==> src/pkg/cgr_consts.vh <==
// How it works
// [RL1] lock-loss select acts only while the lock-lost sticky flag is set
// [RL2] multiplier field bits 6:4 maps codes to factors 4,6,8,10,..,16,18
// [RL3] multiplier codes 100/101 give 12/14; divider codes 100/101 give 16/32
// [RL4] a field write is ignored while the previous write to it is pending
// [RL5] clock-loss select bit 3: 0 raises interrupt, 1 raises reset
// [RL6] divider field bits 2:0 maps codes to 1,2,4,8,..,64,128
// [RL7] mode report bits 7:6 follows synchronised mode, same encoding as select
// [RL8] reference report reads 0 for external clock, 1 for crystal
// [RL9] lock-lost flag bit 4 sets on unexpected lock loss and holds until cleared
// [RL10] lock bit reads lock, forced low in off, self-clocked and bypassed modes
// [RL11] clock-lost flag bit 2 sets on clock loss and holds until cleared
// [RL12] external reference ok bit reads 1 only when reference is stable
// [RL13] irq flag bit 0 sets on pending event; cleared by read-then-write-one
// [RL14] a new event during the clear sequence restarts it, flag stays set
// [RL15] writing 0 to the irq flag has no effect
// [RL16] oscillator stable after two consecutive in-tolerance samples with toggling clock
// [RL17] leaving off with select X1 waits for oscillator stable before engaging
// [RL18] self-clocked mode monitors the oscillator clock only once stable
// [RL19] oscillator stable clears on entering off state
// [RL20] lock-loss select: 0 raises interrupt, 1 raises reset
// [RL21] mode codes: 00 self, 01 engaged internal, 10 bypassed ext, 11 engaged ext
// [RL22] clock-loss detect off bit: 0 enables detection, 1 disables it
`ifndef CGR_CONSTS_VH
`define CGR_CONSTS_VH
`define CGR_OFF_CTRL2      12'h000
`define CGR_OFF_STAT1      12'h004
`define CGR_OFF_STAT2      12'h008
`define CGR_CTRL2_RESET    8'h00
`define CGR_BIT_LOLSEL     7
`define CGR_BIT_LOCSEL     3
`define CGR_BIT_LOCK_LOST_STICKY       4
`define CGR_BIT_LOCK       3
`define CGR_BIT_CLOCK_LOST_STICKY       2
`define CGR_BIT_ERCOK      1
`define CGR_BIT_IRQF       0
`define CGR_BIT_REF        5
`define CGR_MODE_SELF      2'b00
`define CGR_MODE_FEI       2'b01
`define CGR_MODE_FBE       2'b10
`define CGR_MODE_FEE       2'b11
`define CGR_APPLY_CYCLES   4'h3
`define CGR_RESP_OKAY      2'b00
`define CGR_RESP_SLVERR    2'b10
`endif

==> src/hw/cgr_regs.v <==
// The register addresses and the AXI4-Lite slave port were decided locally.
`include "cgr_consts.vh"
module cgr_regs (
  input  wire        clock,
  input  wire        rst_b,
  input  wire [11:0] s_axi_awaddr,
  input  wire        s_axi_awvalid,
  output wire        s_axi_awready,
  input  wire [31:0] s_axi_wdata,
  input  wire [3:0]  s_axi_wstrb,
  input  wire        s_axi_wvalid,
  output wire        s_axi_wready,
  output reg  [1:0]  s_axi_bresp,
  output reg         s_axi_bvalid,
  input  wire        s_axi_bready,
  input  wire [11:0] s_axi_araddr,
  input  wire        s_axi_arvalid,
  output wire        s_axi_arready,
  output reg  [31:0] s_axi_rdata,
  output reg  [1:0]  s_axi_rresp,
  output reg         s_axi_rvalid,
  input  wire        s_axi_rready,
  input  wire [1:0]  mode_select,
  input  wire        clock_loss_detect_off,
  input  wire        gen_off,
  input  wire [1:0]  mode_active_async,
  input  wire        ref_crystal_async,
  input  wire        fll_locked_async,
  input  wire        lock_lost_async,
  input  wire        clock_lost_async,
  input  wire        ext_ref_stable_async,
  input  wire        dco_toggling_async,
  input  wire        dco_err_ok_async,
  input  wire        dco_sample,
  output reg  [4:0]  fll_mult_factor,
  output reg  [7:0]  output_div_factor,
  output wire        mult_busy,
  output wire        div_busy,
  output reg         osc_stable,
  output reg         engage_fll,
  output reg         dco_monitor_en,
  output reg         clockgen_irq,
  output reg         clockgen_reset_req
);
  reg        lock_loss_reset_sel_q;
  reg        clock_loss_reset_sel_q;
  reg        lock_lost_sticky_q;
  reg        clock_lost_sticky_q;
  reg        clockgen_irq_flag_q;
  reg        clr_armed_q;
  reg [1:0]  stable_cnt_q;
  reg        ll_prev_q;
  reg        cl_prev_q;
  reg        aw_q;
  reg        w_q;
  reg [11:0] awaddr_q;
  reg [31:0] wdata_q;
  reg [3:0]  wstrb_q;
  wire [2:0] fll_mult_sel;
  wire [2:0] output_div_sel;
  wire [1:0] mode_report;
  wire       ref_source_report;
  wire       locked_s;
  wire       lock_lost_s;
  wire       clock_lost_s;
  wire       ext_ref_ok;
  wire       dco_tog_s;
  wire       dco_err_s;
  wire [7:0] stat1;
  wire [7:0] ctrl2;
  wire       lock_shown;
  wire       do_write;
  wire       wr_ctrl2;
  wire       wr_stat1;
  wire       rd_stat1;
  wire       ll_event;
  wire       cl_event;
  wire       new_event;

  cgr_sync2 #(.W(9)) u_sync (
    .clock (clock),
    .rst_b (rst_b),
    .d     ({mode_active_async, ref_crystal_async, fll_locked_async, lock_lost_async,
             clock_lost_async, ext_ref_stable_async, dco_toggling_async, dco_err_ok_async}),
    .q     ({mode_report, ref_source_report, locked_s, lock_lost_s,
             clock_lost_s, ext_ref_ok, dco_tog_s, dco_err_s})
  ); // RL7 RL12

  // write channel: address and data taken in either order
  assign s_axi_awready = !aw_q && !s_axi_bvalid;
  assign s_axi_wready  = !w_q && !s_axi_bvalid;
  assign do_write      = aw_q && w_q && !s_axi_bvalid;
  assign wr_ctrl2      = do_write && (awaddr_q == `CGR_OFF_CTRL2) && wstrb_q[0];
  assign wr_stat1      = do_write && (awaddr_q == `CGR_OFF_STAT1) && wstrb_q[0];
  assign s_axi_arready = !s_axi_rvalid;
  assign rd_stat1      = s_axi_arvalid && s_axi_arready && (s_axi_araddr == `CGR_OFF_STAT1);

  always @(posedge clock or negedge rst_b) begin
    if (!rst_b) begin
      aw_q         <= 1'b0;
      w_q          <= 1'b0;
      awaddr_q     <= 12'h000;
      wdata_q      <= 32'h0000_0000;
      wstrb_q      <= 4'h0;
      s_axi_bvalid <= 1'b0;
      s_axi_bresp  <= `CGR_RESP_OKAY;
    end else begin
      if (s_axi_awvalid && s_axi_awready) begin
        aw_q     <= 1'b1;
        awaddr_q <= s_axi_awaddr;
      end
      if (s_axi_wvalid && s_axi_wready) begin
        w_q     <= 1'b1;
        wdata_q <= s_axi_wdata;
        wstrb_q <= s_axi_wstrb;
      end
      if (do_write) begin
        aw_q         <= 1'b0;
        w_q          <= 1'b0;
        s_axi_bvalid <= 1'b1;
        s_axi_bresp  <= (awaddr_q == `CGR_OFF_CTRL2 || awaddr_q == `CGR_OFF_STAT1 ||
                         awaddr_q == `CGR_OFF_STAT2) ? `CGR_RESP_OKAY : `CGR_RESP_SLVERR;
      end else if (s_axi_bvalid && s_axi_bready) begin
        s_axi_bvalid <= 1'b0;
      end
    end
  end

  cgr_field_apply u_mult (
    .clock   (clock),
    .rst_b   (rst_b),
    .wr      (wr_ctrl2),
    .wdata   (wdata_q[6:4]),
    .value_q (fll_mult_sel),
    .busy    (mult_busy)
  );

  cgr_field_apply u_div (
    .clock   (clock),
    .rst_b   (rst_b),
    .wr      (wr_ctrl2),
    .wdata   (wdata_q[2:0]),
    .value_q (output_div_sel),
    .busy    (div_busy)
  );

  always @* begin
    fll_mult_factor = {1'b0, fll_mult_sel, 1'b0} + 5'h04; // RL2 RL3
  end

  always @* begin
    case (output_div_sel) // RL6 RL3
      3'h0:    output_div_factor = 8'h01;
      3'h1:    output_div_factor = 8'h02;
      3'h2:    output_div_factor = 8'h04;
      3'h3:    output_div_factor = 8'h08;
      3'h4:    output_div_factor = 8'h10;
      3'h5:    output_div_factor = 8'h20;
      3'h6:    output_div_factor = 8'h40;
      default: output_div_factor = 8'h80;
    endcase
  end

  // lock bit hidden outside FLL-engaged modes
  assign lock_shown = locked_s && !gen_off &&
                      (mode_report == `CGR_MODE_FEI || mode_report == `CGR_MODE_FEE); // RL10 RL21

  assign ll_event  = lock_lost_s && !ll_prev_q;
  assign cl_event  = clock_lost_s && !cl_prev_q && !clock_loss_detect_off; // RL22
  assign new_event = (ll_event && !lock_loss_reset_sel_q) || (cl_event && !clock_loss_reset_sel_q);

  always @(posedge clock or negedge rst_b) begin
    if (!rst_b) begin
      lock_loss_reset_sel_q  <= 1'b0;
      clock_loss_reset_sel_q <= 1'b0;
      lock_lost_sticky_q     <= 1'b0;
      clock_lost_sticky_q    <= 1'b0;
      clockgen_irq_flag_q    <= 1'b0;
      clr_armed_q            <= 1'b0;
      ll_prev_q              <= 1'b0;
      cl_prev_q              <= 1'b0;
      clockgen_irq           <= 1'b0;
      clockgen_reset_req     <= 1'b0;
    end else begin
      ll_prev_q <= lock_lost_s;
      cl_prev_q <= clock_lost_s;
      if (wr_ctrl2) begin
        lock_loss_reset_sel_q  <= wdata_q[`CGR_BIT_LOLSEL];
        clock_loss_reset_sel_q <= wdata_q[`CGR_BIT_LOCSEL];
      end
      if (ll_event) begin
        lock_lost_sticky_q <= 1'b1; // RL9
      end else if (wr_stat1 && clr_armed_q && wdata_q[`CGR_BIT_IRQF]) begin
        lock_lost_sticky_q <= 1'b0;
      end
      if (cl_event) begin
        clock_lost_sticky_q <= 1'b1; // RL11
      end else if (wr_stat1 && clr_armed_q && wdata_q[`CGR_BIT_IRQF]) begin
        clock_lost_sticky_q <= 1'b0;
      end
      // read with flag set arms, write of one clears; new event wins
      if (new_event) begin
        clockgen_irq_flag_q <= 1'b1; // RL13
        clr_armed_q         <= 1'b0; // RL14
      end else if (wr_stat1 && clr_armed_q && wdata_q[`CGR_BIT_IRQF]) begin // RL15
        clockgen_irq_flag_q <= 1'b0; // RL13
        clr_armed_q         <= 1'b0;
      end else if (rd_stat1 && clockgen_irq_flag_q) begin
        clr_armed_q <= 1'b1;
      end
      clockgen_irq       <= clockgen_irq_flag_q;
      clockgen_reset_req <= (lock_lost_sticky_q && lock_loss_reset_sel_q) || // RL1 RL20
                            (clock_lost_sticky_q && clock_loss_reset_sel_q); // RL5
    end
  end

  // oscillator stability: two in-tolerance samples in a row
  always @(posedge clock or negedge rst_b) begin
    if (!rst_b) begin
      stable_cnt_q   <= 2'h0;
      osc_stable     <= 1'b0;
      engage_fll     <= 1'b0;
      dco_monitor_en <= 1'b0;
    end else begin
      if (gen_off) begin
        stable_cnt_q <= 2'h0;
        osc_stable   <= 1'b0; // RL19
      end else if (dco_sample) begin
        if (dco_err_s && dco_tog_s) begin
          if (stable_cnt_q != 2'h2) begin
            stable_cnt_q <= stable_cnt_q + 2'h1;
          end
          if (stable_cnt_q >= 2'h1) begin
            osc_stable <= 1'b1; // RL16
          end
        end else begin
          stable_cnt_q <= 2'h0;
          osc_stable   <= 1'b0;
        end
      end
      engage_fll     <= !gen_off && mode_select[0] && osc_stable; // RL17
      dco_monitor_en <= (mode_report == `CGR_MODE_SELF) && osc_stable; // RL18
    end
  end

  assign ctrl2 = {lock_loss_reset_sel_q, fll_mult_sel, clock_loss_reset_sel_q, output_div_sel};
  assign stat1 = {mode_report, ref_source_report, lock_lost_sticky_q, lock_shown,
                  clock_lost_sticky_q, ext_ref_ok, clockgen_irq_flag_q}; // RL7 RL8 RL12

  always @(posedge clock or negedge rst_b) begin
    if (!rst_b) begin
      s_axi_rvalid <= 1'b0;
      s_axi_rdata  <= 32'h0000_0000;
      s_axi_rresp  <= `CGR_RESP_OKAY;
    end else if (s_axi_arvalid && s_axi_arready) begin
      s_axi_rvalid <= 1'b1;
      s_axi_rresp  <= `CGR_RESP_OKAY;
      case (s_axi_araddr)
        `CGR_OFF_CTRL2: s_axi_rdata <= {24'h00_0000, ctrl2};
        `CGR_OFF_STAT1: s_axi_rdata <= {24'h00_0000, stat1};
        `CGR_OFF_STAT2: s_axi_rdata <= {31'h0000_0000, osc_stable};
        default: begin
          s_axi_rdata <= 32'h0000_0000;
          s_axi_rresp <= `CGR_RESP_SLVERR;
        end
      endcase
    end else if (s_axi_rvalid && s_axi_rready) begin
      s_axi_rvalid <= 1'b0;
    end
  end
endmodule // cgr_regs

==> src/hw/cgr_sync2.v <==
module cgr_sync2 #(
  parameter W = 1
) (
  input  wire         clock,
  input  wire         rst_b,
  input  wire [W-1:0] d,
  output reg  [W-1:0] q
);
  reg [W-1:0] meta_q;
  always @(posedge clock or negedge rst_b) begin
    if (!rst_b) begin
      meta_q <= {W{1'b0}};
      q      <= {W{1'b0}};
    end else begin
      meta_q <= d;
      q      <= meta_q;
    end
  end
endmodule // cgr_sync2

==> src/hw/cgr_field_apply.v <==
`include "cgr_consts.vh"
// holds a 3-bit field and its pending-apply timer
module cgr_field_apply (
  input  wire       clock,
  input  wire       rst_b,
  input  wire       wr,
  input  wire [2:0] wdata,
  output reg  [2:0] value_q,
  output wire       busy
);
  reg [3:0] cnt_q;
  assign busy = (cnt_q != 4'h0);
  always @(posedge clock or negedge rst_b) begin
    if (!rst_b) begin
      value_q <= 3'h0;
      cnt_q   <= 4'h0;
    end else if (wr && !busy) begin // RL4
      value_q <= wdata;
      cnt_q   <= `CGR_APPLY_CYCLES;
    end else if (busy) begin
      cnt_q <= cnt_q - 4'h1;
    end
  end
endmodule // cgr_field_apply

==> config.mk <==
export PLATFORM = sky130hd
export DESIGN_NAME = cgr_regs
export DESIGN_NICKNAME = d
export VERILOG_FILES = /design/src/hw/cgr_regs.v /design/src/hw/cgr_sync2.v /design/src/hw/cgr_field_apply.v
export VERILOG_INCLUDE_DIRS = /design/src /design/src/pkg
export SDC_FILE = /design/constraint.sdc
export NUM_CORES = 1
export LEC_CHECK = 0
export ABC_AREA = 1
export BUFFER_PORTS_ARGS = -buffer_cell sky130_fd_sc_hd__buf_2
export CORE_AREA = 4 4 93 95
export CTS_CLUSTER_DIAMETER = 40
export DETAILED_ROUTE_END_ITERATION = 10
export DIE_AREA = 0 0 97 99
export PLACE_DENSITY = 0.77
export SYNTH_ARGS = -nofsm -noshare
export SYNTH_HDL_FRONTEND = slang
export SYNTH_SLANG_ARGS = --single-unit
==> constraint.sdc <==
create_clock -name clock -period 1.4 [get_ports clock]
set_input_delay 0.28 -clock clock [delete_from_list [all_inputs] [get_ports clock]]
set_output_delay 0.28 -clock clock [all_outputs]
set_load 0.005 [all_outputs]
* Word level (Yosys, flattened, before mapping) *
Index checks and enable logic that the tools add are counted.
Widths: inputs -> output; s select.

word-level totals
  register bits = 108
  bits of input ports = 81
  output and inout port bits = 61

operators by class
  add/subtract/negate cells = 4
  order comparisons = 1
  equality and inequality tests = 15
  multiplexer cells = 31
  reductions and logical operators = 69

operators with widths
  cell                 count
  $pmux 8 s7           1
  $logic_and 1x1->1    32
  $eq 12x3->1 const B  2
  $eq 12x4->1 const B  2
  $logic_not 12->1     2
  $pmux 8 s3           1
  $reduce_bool 2->1    10
  $mux 1               19
  $mux 4               4
  $logic_not 1->1      12
  $mux 2               6
  $eq 3x3->1 const B   3
  $reduce_bool 4->1    2
  $sub 4x1->4 const B  2
  $eq 3x2->1 const B   2
  $ne 3x2->1 const B   2
  $add 4x3->5 const B  1
  $logic_or 1x1->1     5
  $reduce_and 2->1     2
  $eq 3x1->1 const B   1
  $logic_not 3->1      1
  $reduce_bool 3->1    1
  $reduce_or 3->1      1
  $add 2x1->2 const B  1
  other kinds (5)      5

* Longest topological paths before layout *
  depth in word-level cells = 8
  depth in mapped cells = 8
  gate-level depth less buffers = 8

* Hierarchy *
From an unflattened synthesis, not the netlist that was laid out.

second synthesis, totals
  cell total of the unflattened synthesis = 377
  area, all modules = 3691.0 µm²

modules (own cells, without submodules)
  module           times used  cells an instance  area each (µm²)  sequential area each (µm²)
  cgr_regs         1           275                2534.9           1251.2
  cgr_field_apply  2           42                 352.8            175.2
  cgr_sync2        1           18                 450.4            450.4

* Worst setup path after synthesis *
No wires, ideal clock.

  path type = flip-flop to flip-flop
  start = register u_div.cnt_q[0]
  end = register u_div.value_q[0]
  library setup time = 65 ps
  arrival = 1212 ps
  path slack = 123 ps
  stages on the path, launching flop included = 9
  path buffers = 0
  clock period less this slack = 1277 ps
  cells stage by stage = dfrtp_1 inv_1 ha_1 inv_1 nor3_2 nand4_2 clkinv_1 nand2_1 nand2_1

on the way
  cells in the longest elaborated chain, start to end = 3

RTL lines
  item                    line                  RTL
  start, declared         cgr_field_apply.v:11  reg [3:0] cnt_q;
  start signal, assigned  cgr_field_apply.v:19  cnt_q <= `CGR_APPLY_CYCLES;
  start signal, assigned  cgr_field_apply.v:21  cnt_q <= cnt_q - 4'h1;
  $reduce_bool 4->1       cgr_field_apply.v:12  assign busy = (cnt_q != 4'h0);
  $logic_not 1->1         cgr_field_apply.v:17  end else if (wr && !busy) begin
  $logic_and 1x1->1       cgr_field_apply.v:17
  end signal, assigned    cgr_field_apply.v:18  value_q <= wdata;
  end, declared           cgr_field_apply.v:8   output reg [2:0] value_q,

No other way between the ends.
A chain may end at the register's enable or synchronous reset.

* Final worst setup path *
  start = register u_div.cnt_q[1]
  end = output div_busy

on the way
  cells in the longest elaborated chain, start to end = 1

RTL lines
  item               line                  RTL
  $reduce_bool 4->1  cgr_field_apply.v:12
  end, declared      cgr_regs.v:38         output wire div_busy,

No other way between the ends.

==> impl_summary.txt <==
----------------------------------------------------
[Status]
  Status ... complete, but fails checks
  Violated checks ... negative setup slack

[CTS]
  Number of buffers created by CTS ... 9
  Clock sink count ... 82
  Clock latency reported for the late side of the worst-skew pair ... 0.35 ns
  H-tree depth reported by CTS ... 3
  Clock-pin slew of the registers on the worst-case setup and hold paths ... 0.09 ns
  Clock buffer depth ... 2
  CTS tree ... yes
  Cell chosen for the clock root ... sky130_fd_sc_hd__clkbuf_8

[Synthesis]
  Gate count of the mapped netlist ... 368
  Unique masters post-synth ... 35
  Synthesized cell area ... 3660 um2
  Share of synthesized area occupied by flip-flops and latches ... 56.1%
  Post-synthesis register bit count ... 82
  Count of warnings emitted by yosys ... 0
  Syn Area/Cell ... 9.94 um2

[Finish]
  Area growth from synthesis to final layout ... 26.3%
  Most used cells in the layout excluding fill and tap cells ... 84 x sky130_fd_sc_hd__buf_2, 80 x sky130_fd_sc_hd__dfrtp_1, 68 x sky130_fd_sc_hd__nand2_1
  Most frequent standard cell in the layout excluding fill and tap cells ... sky130_fd_sc_hd__buf_2
  Finished Core Util ... 59.8%
  Layout cells sized above 1 ... 39.5%
  Area of all placed cells without fillers ... 4620 um2
  Fin nets ... 573
  Number of antenna cells inserted ... 0

[Run]
  Maximum Capacitance Violations ... 0

[Worst setup path]
  Cell count of the worst reg-to-reg path ... 7
  Crit path DAT ... 1.32 ns
  Worst r2r src ... s_axi_bvalid$_DFFE_PN0P_
  Worst r2r dst ... u_div.value_q[1]$_DFFE_PN0P_
  Type of element capturing the critical path ... output port
  CP max FO ... 2
  Worst path bufs/invs ... 4
  Slowest stage cell, crit path ... sky130_fd_sc_hd__dfrtp_1
  Most used cell, CP ... sky130_fd_sc_hd__inv_2
  CP max stage delay ... 0.40 ns
  Setup slack of the most critical reg-to-reg path ... 0.05 ns
  Required time of the worst setup path ... 1.12 ns
  Critical Setup Path Class ... reg -> out
  Crit path launch type ... flip-flop
  Cell family contributing the most delay on the critical path ... flip-flops
  Crit path cell chain ... inv_2 > ha_4 > inv_2 > nor3_4 > inv_2 > buf_6

[Timing]
  Share of the clock period used by the worst path after layout ... 114%
  Final critical delay including setup and external delays ... 1.60 ns
  Worst Skew ... 0.0109 ns
  Setup slack after layout ... -0.202 ns
  Highest clock frequency the design can meet ... 624 MHz
  Final Max Slew Viols ... 0
  Setup repair after global routing missed its margin ... true
  Final count of hold timing violations ... 0
  Count of final setup violators ... 11

[Drt]
  Average via count per standard cell ... 4.62
  Pre-Repair DR Iteration Count ... 4
  Residual DRC ... 0
  Total vias in the final route ... 2,741
  1st-iter DRT viols ... 117
  Final Routed Wirelength ... 7.47 mm
  Post-route antenna net violation count ... 0
  Average routed wire per standard cell ... 12.6 um

[Placed design]
  Dpl hpwl ... 5.43 mm
  Instance area after placement ... 4170 um2
  Number of buffers added on ports ... 86
  GPL Wtd Cong ... 0.841

[Die]
  Horizontal die dimension ... 97 um
  Die Outline Area ... 9600 um2
  Starting density of the core ... 47.3%
  Site Rows ... 32
  Ports placed on the boundary ... 142
  Vertical die dimension ... 99 um
  Core Region ... 7730 um2

[Global route]
  Largest net degree at the start of global routing ... 83
  Number of antenna violations at the first check in global routing ... 0
  Global-route wire length before repair ... 12.6 mm
  Overall Global Routing Usage ... 16.2%
  Number of global-route vias before repair ... 2,773
  Overflow after GRT ... 0

[Worst hold path]
  WHS Path Cells ... 1
  Hold-critical path endpoint ... u_sync.meta_q[8]$_DFF_PN0_
  Hold Crit Start ... mode_active_async[1]
  Worst min-delay path category ... in -> reg

[Pwr]
  Pleak ... 2.46 nW
  Pwr per Cell Area ... 1500 nW/um2
  Maximum resistive drop on vdd ... 0.000911 V

----------------------------------------------------
==> timing repair <==
action / 4_1_cts / 5_1_grt
setup buffers: 12 / 4
endpoints found under the setup margin: 16 / 27
endpoints found under the hold margin: 82 / 0
resized for setup: 34 / 13
hold buffers: 1 / 0
pin swaps: 10 / 7
==> synth_stat cells <==
cell,n,area (um2)
sky130_fd_sc_hd__dfrtp_1,82,2050
sky130_fd_sc_hd__nand2_1,71,267
sky130_fd_sc_hd__inv_1,44,165
sky130_fd_sc_hd__nor2_1,30,113
sky130_fd_sc_hd__buf_4,29,218
sky130_fd_sc_hd__nand3_1,18,90.1
sky130_fd_sc_hd__o21ai_0,16,80.1
sky130_fd_sc_hd__a21oi_1,10,50.1
sky130_fd_sc_hd__mux2_4,9,135
sky130_fd_sc_hd__mux2_2,8,90.1
sky130_fd_sc_hd__nor2_2,8,50.1
sky130_fd_sc_hd__nor3_1,8,40.0
sky130_fd_sc_hd__ha_1,6,75.1
sky130_fd_sc_hd__nand4_2,3,37.5
sky130_fd_sc_hd__buf_6,2,22.5
sky130_fd_sc_hd__nand2_2,2,12.5
sky130_fd_sc_hd__o21ai_2,2,17.5
sky130_fd_sc_hd__o21bai_1,2,15.0
sky130_fd_sc_hd__o22ai_1,2,12.5
sky130_fd_sc_hd__a31oi_1,1,6.26
sky130_fd_sc_hd__a41oi_1,1,8.76
sky130_fd_sc_hd__and3_1,1,6.26
sky130_fd_sc_hd__clkinv_1,1,3.75
sky130_fd_sc_hd__conb_1,1,3.75
sky130_fd_sc_hd__inv_2,1,3.75
sky130_fd_sc_hd__nand3_2,1,10.0
sky130_fd_sc_hd__nand3b_1,1,7.51
sky130_fd_sc_hd__nand4_1,1,6.26
sky130_fd_sc_hd__nor2_4,1,11.3
sky130_fd_sc_hd__nor3_2,1,10.0
sky130_fd_sc_hd__nor3b_1,1,7.51
sky130_fd_sc_hd__o21ai_1,1,5.00
sky130_fd_sc_hd__o22a_1,1,8.76
sky130_fd_sc_hd__xnor2_1,1,8.76
sky130_fd_sc_hd__xor2_1,1,8.76
==> layer usage <==
metal | vias up | wire length (um) | track usage [%]
met5 | - | 0 | 0
met4 | 0 | 161 | 6.91
met3 | 14 | 497 | 4.18
met2 | 98 | 3710 | 28.1
met1 | 1269 | 3110 | 19.0
li1 | 1360 | - | -
==> where the power goes <==
part | switching [mW] | leakage, nW | internal [mW] | total [mW]
Clock | 0.907 | 0.0822 | 0.656 | 1.56
Sequential | 0.377 | 0.987 | 2.91 | 3.28
Combinational | 1.01 | 1.39 | 1.05 | 2.07
==> per-stage QoR <==
| step | hold slack, ns | instances | setup WS, ns | total power [mW] | TNS (ns) |
|---|---|---|---|---|---|
| global placement | 0.333 | 562 | 0.00999 | 4.92 | 0 |
| detailed placement | 0.336 | 562 | -0.0866 | 5.04 | -0.268 |
| finish | 0.0276 | 593 | -0.202 | 6.91 | -0.934 |
| CTS | 0.0149 | 591 | -0.262 | 6.86 | -1.22 |
| floorplan | -0.0156 | 394 | 0.123 | 4.55 | 0 |
| global route | 0.00275 | 593 | -0.270 | 7.36 | -1.72 |
==> state kept, by name (all words and copies together), names as in the netlist, 2 cells and up <==
signal	count
awaddr_q	12
s_axi_rdata	8
stable_cnt_q	2
u_div.cnt_q	4
u_div.value_q	3
u_mult.cnt_q	4
u_mult.value_q	3
u_sync.meta_q	9
u_sync.q	9
wdata_q	8
==> worst max-delay path by stage <==
stage	start	end	slack (ns)	cells past startpoint
after floorplan	u_div.cnt_q[0]$_DFFE_PN0P_	u_div.value_q[0]$_DFFE_PN0P_	0.12	8
after global placement	u_div.cnt_q[1]$_DFFE_PN0P_	div_busy	0.01	6
after detailed placement	u_mult.cnt_q[1]$_DFFE_PN0P_	u_mult.value_q[1]$_DFFE_PN0P_	-0.09	9
after CTS	u_div.cnt_q[1]$_DFFE_PN0P_	div_busy	-0.26	6
after global routing	u_div.cnt_q[1]$_DFFE_PN0P_	div_busy	-0.27	6
final	u_div.cnt_q[1]$_DFFE_PN0P_	div_busy	-0.20	6
==> kinds of logic (layout without fill, tap and decap cells) <==
logic type | after synthesis | after routing | synth area share [%]
AND/OR/NAND/NOR | 147 | 147 | 18.3
flip-flops | 82 | 82 | 56.1
buffers and inverters | 77 | 174 | 11.3
AO/OA/AOI/OAI | 36 | 36 | 5.57
multiplexers | 17 | 17 | 6.16
adder cells (fa/ha/maj) | 6 | 6 | 2.05
XOR/XNOR | 2 | 2 | 0.479
other | 1 | 27 | 0.103
==> cell type report <==
class	count	area (um2)
multi-input combinational	235	1430
sequential	82	2050
fill	647	3110
clock inverter	7	53.8
tap	102	128
timing repair buffer	112	657
clock buffer	9	124
inverter	46	176
Note: power is estimated with default switching activity, not from simulation.
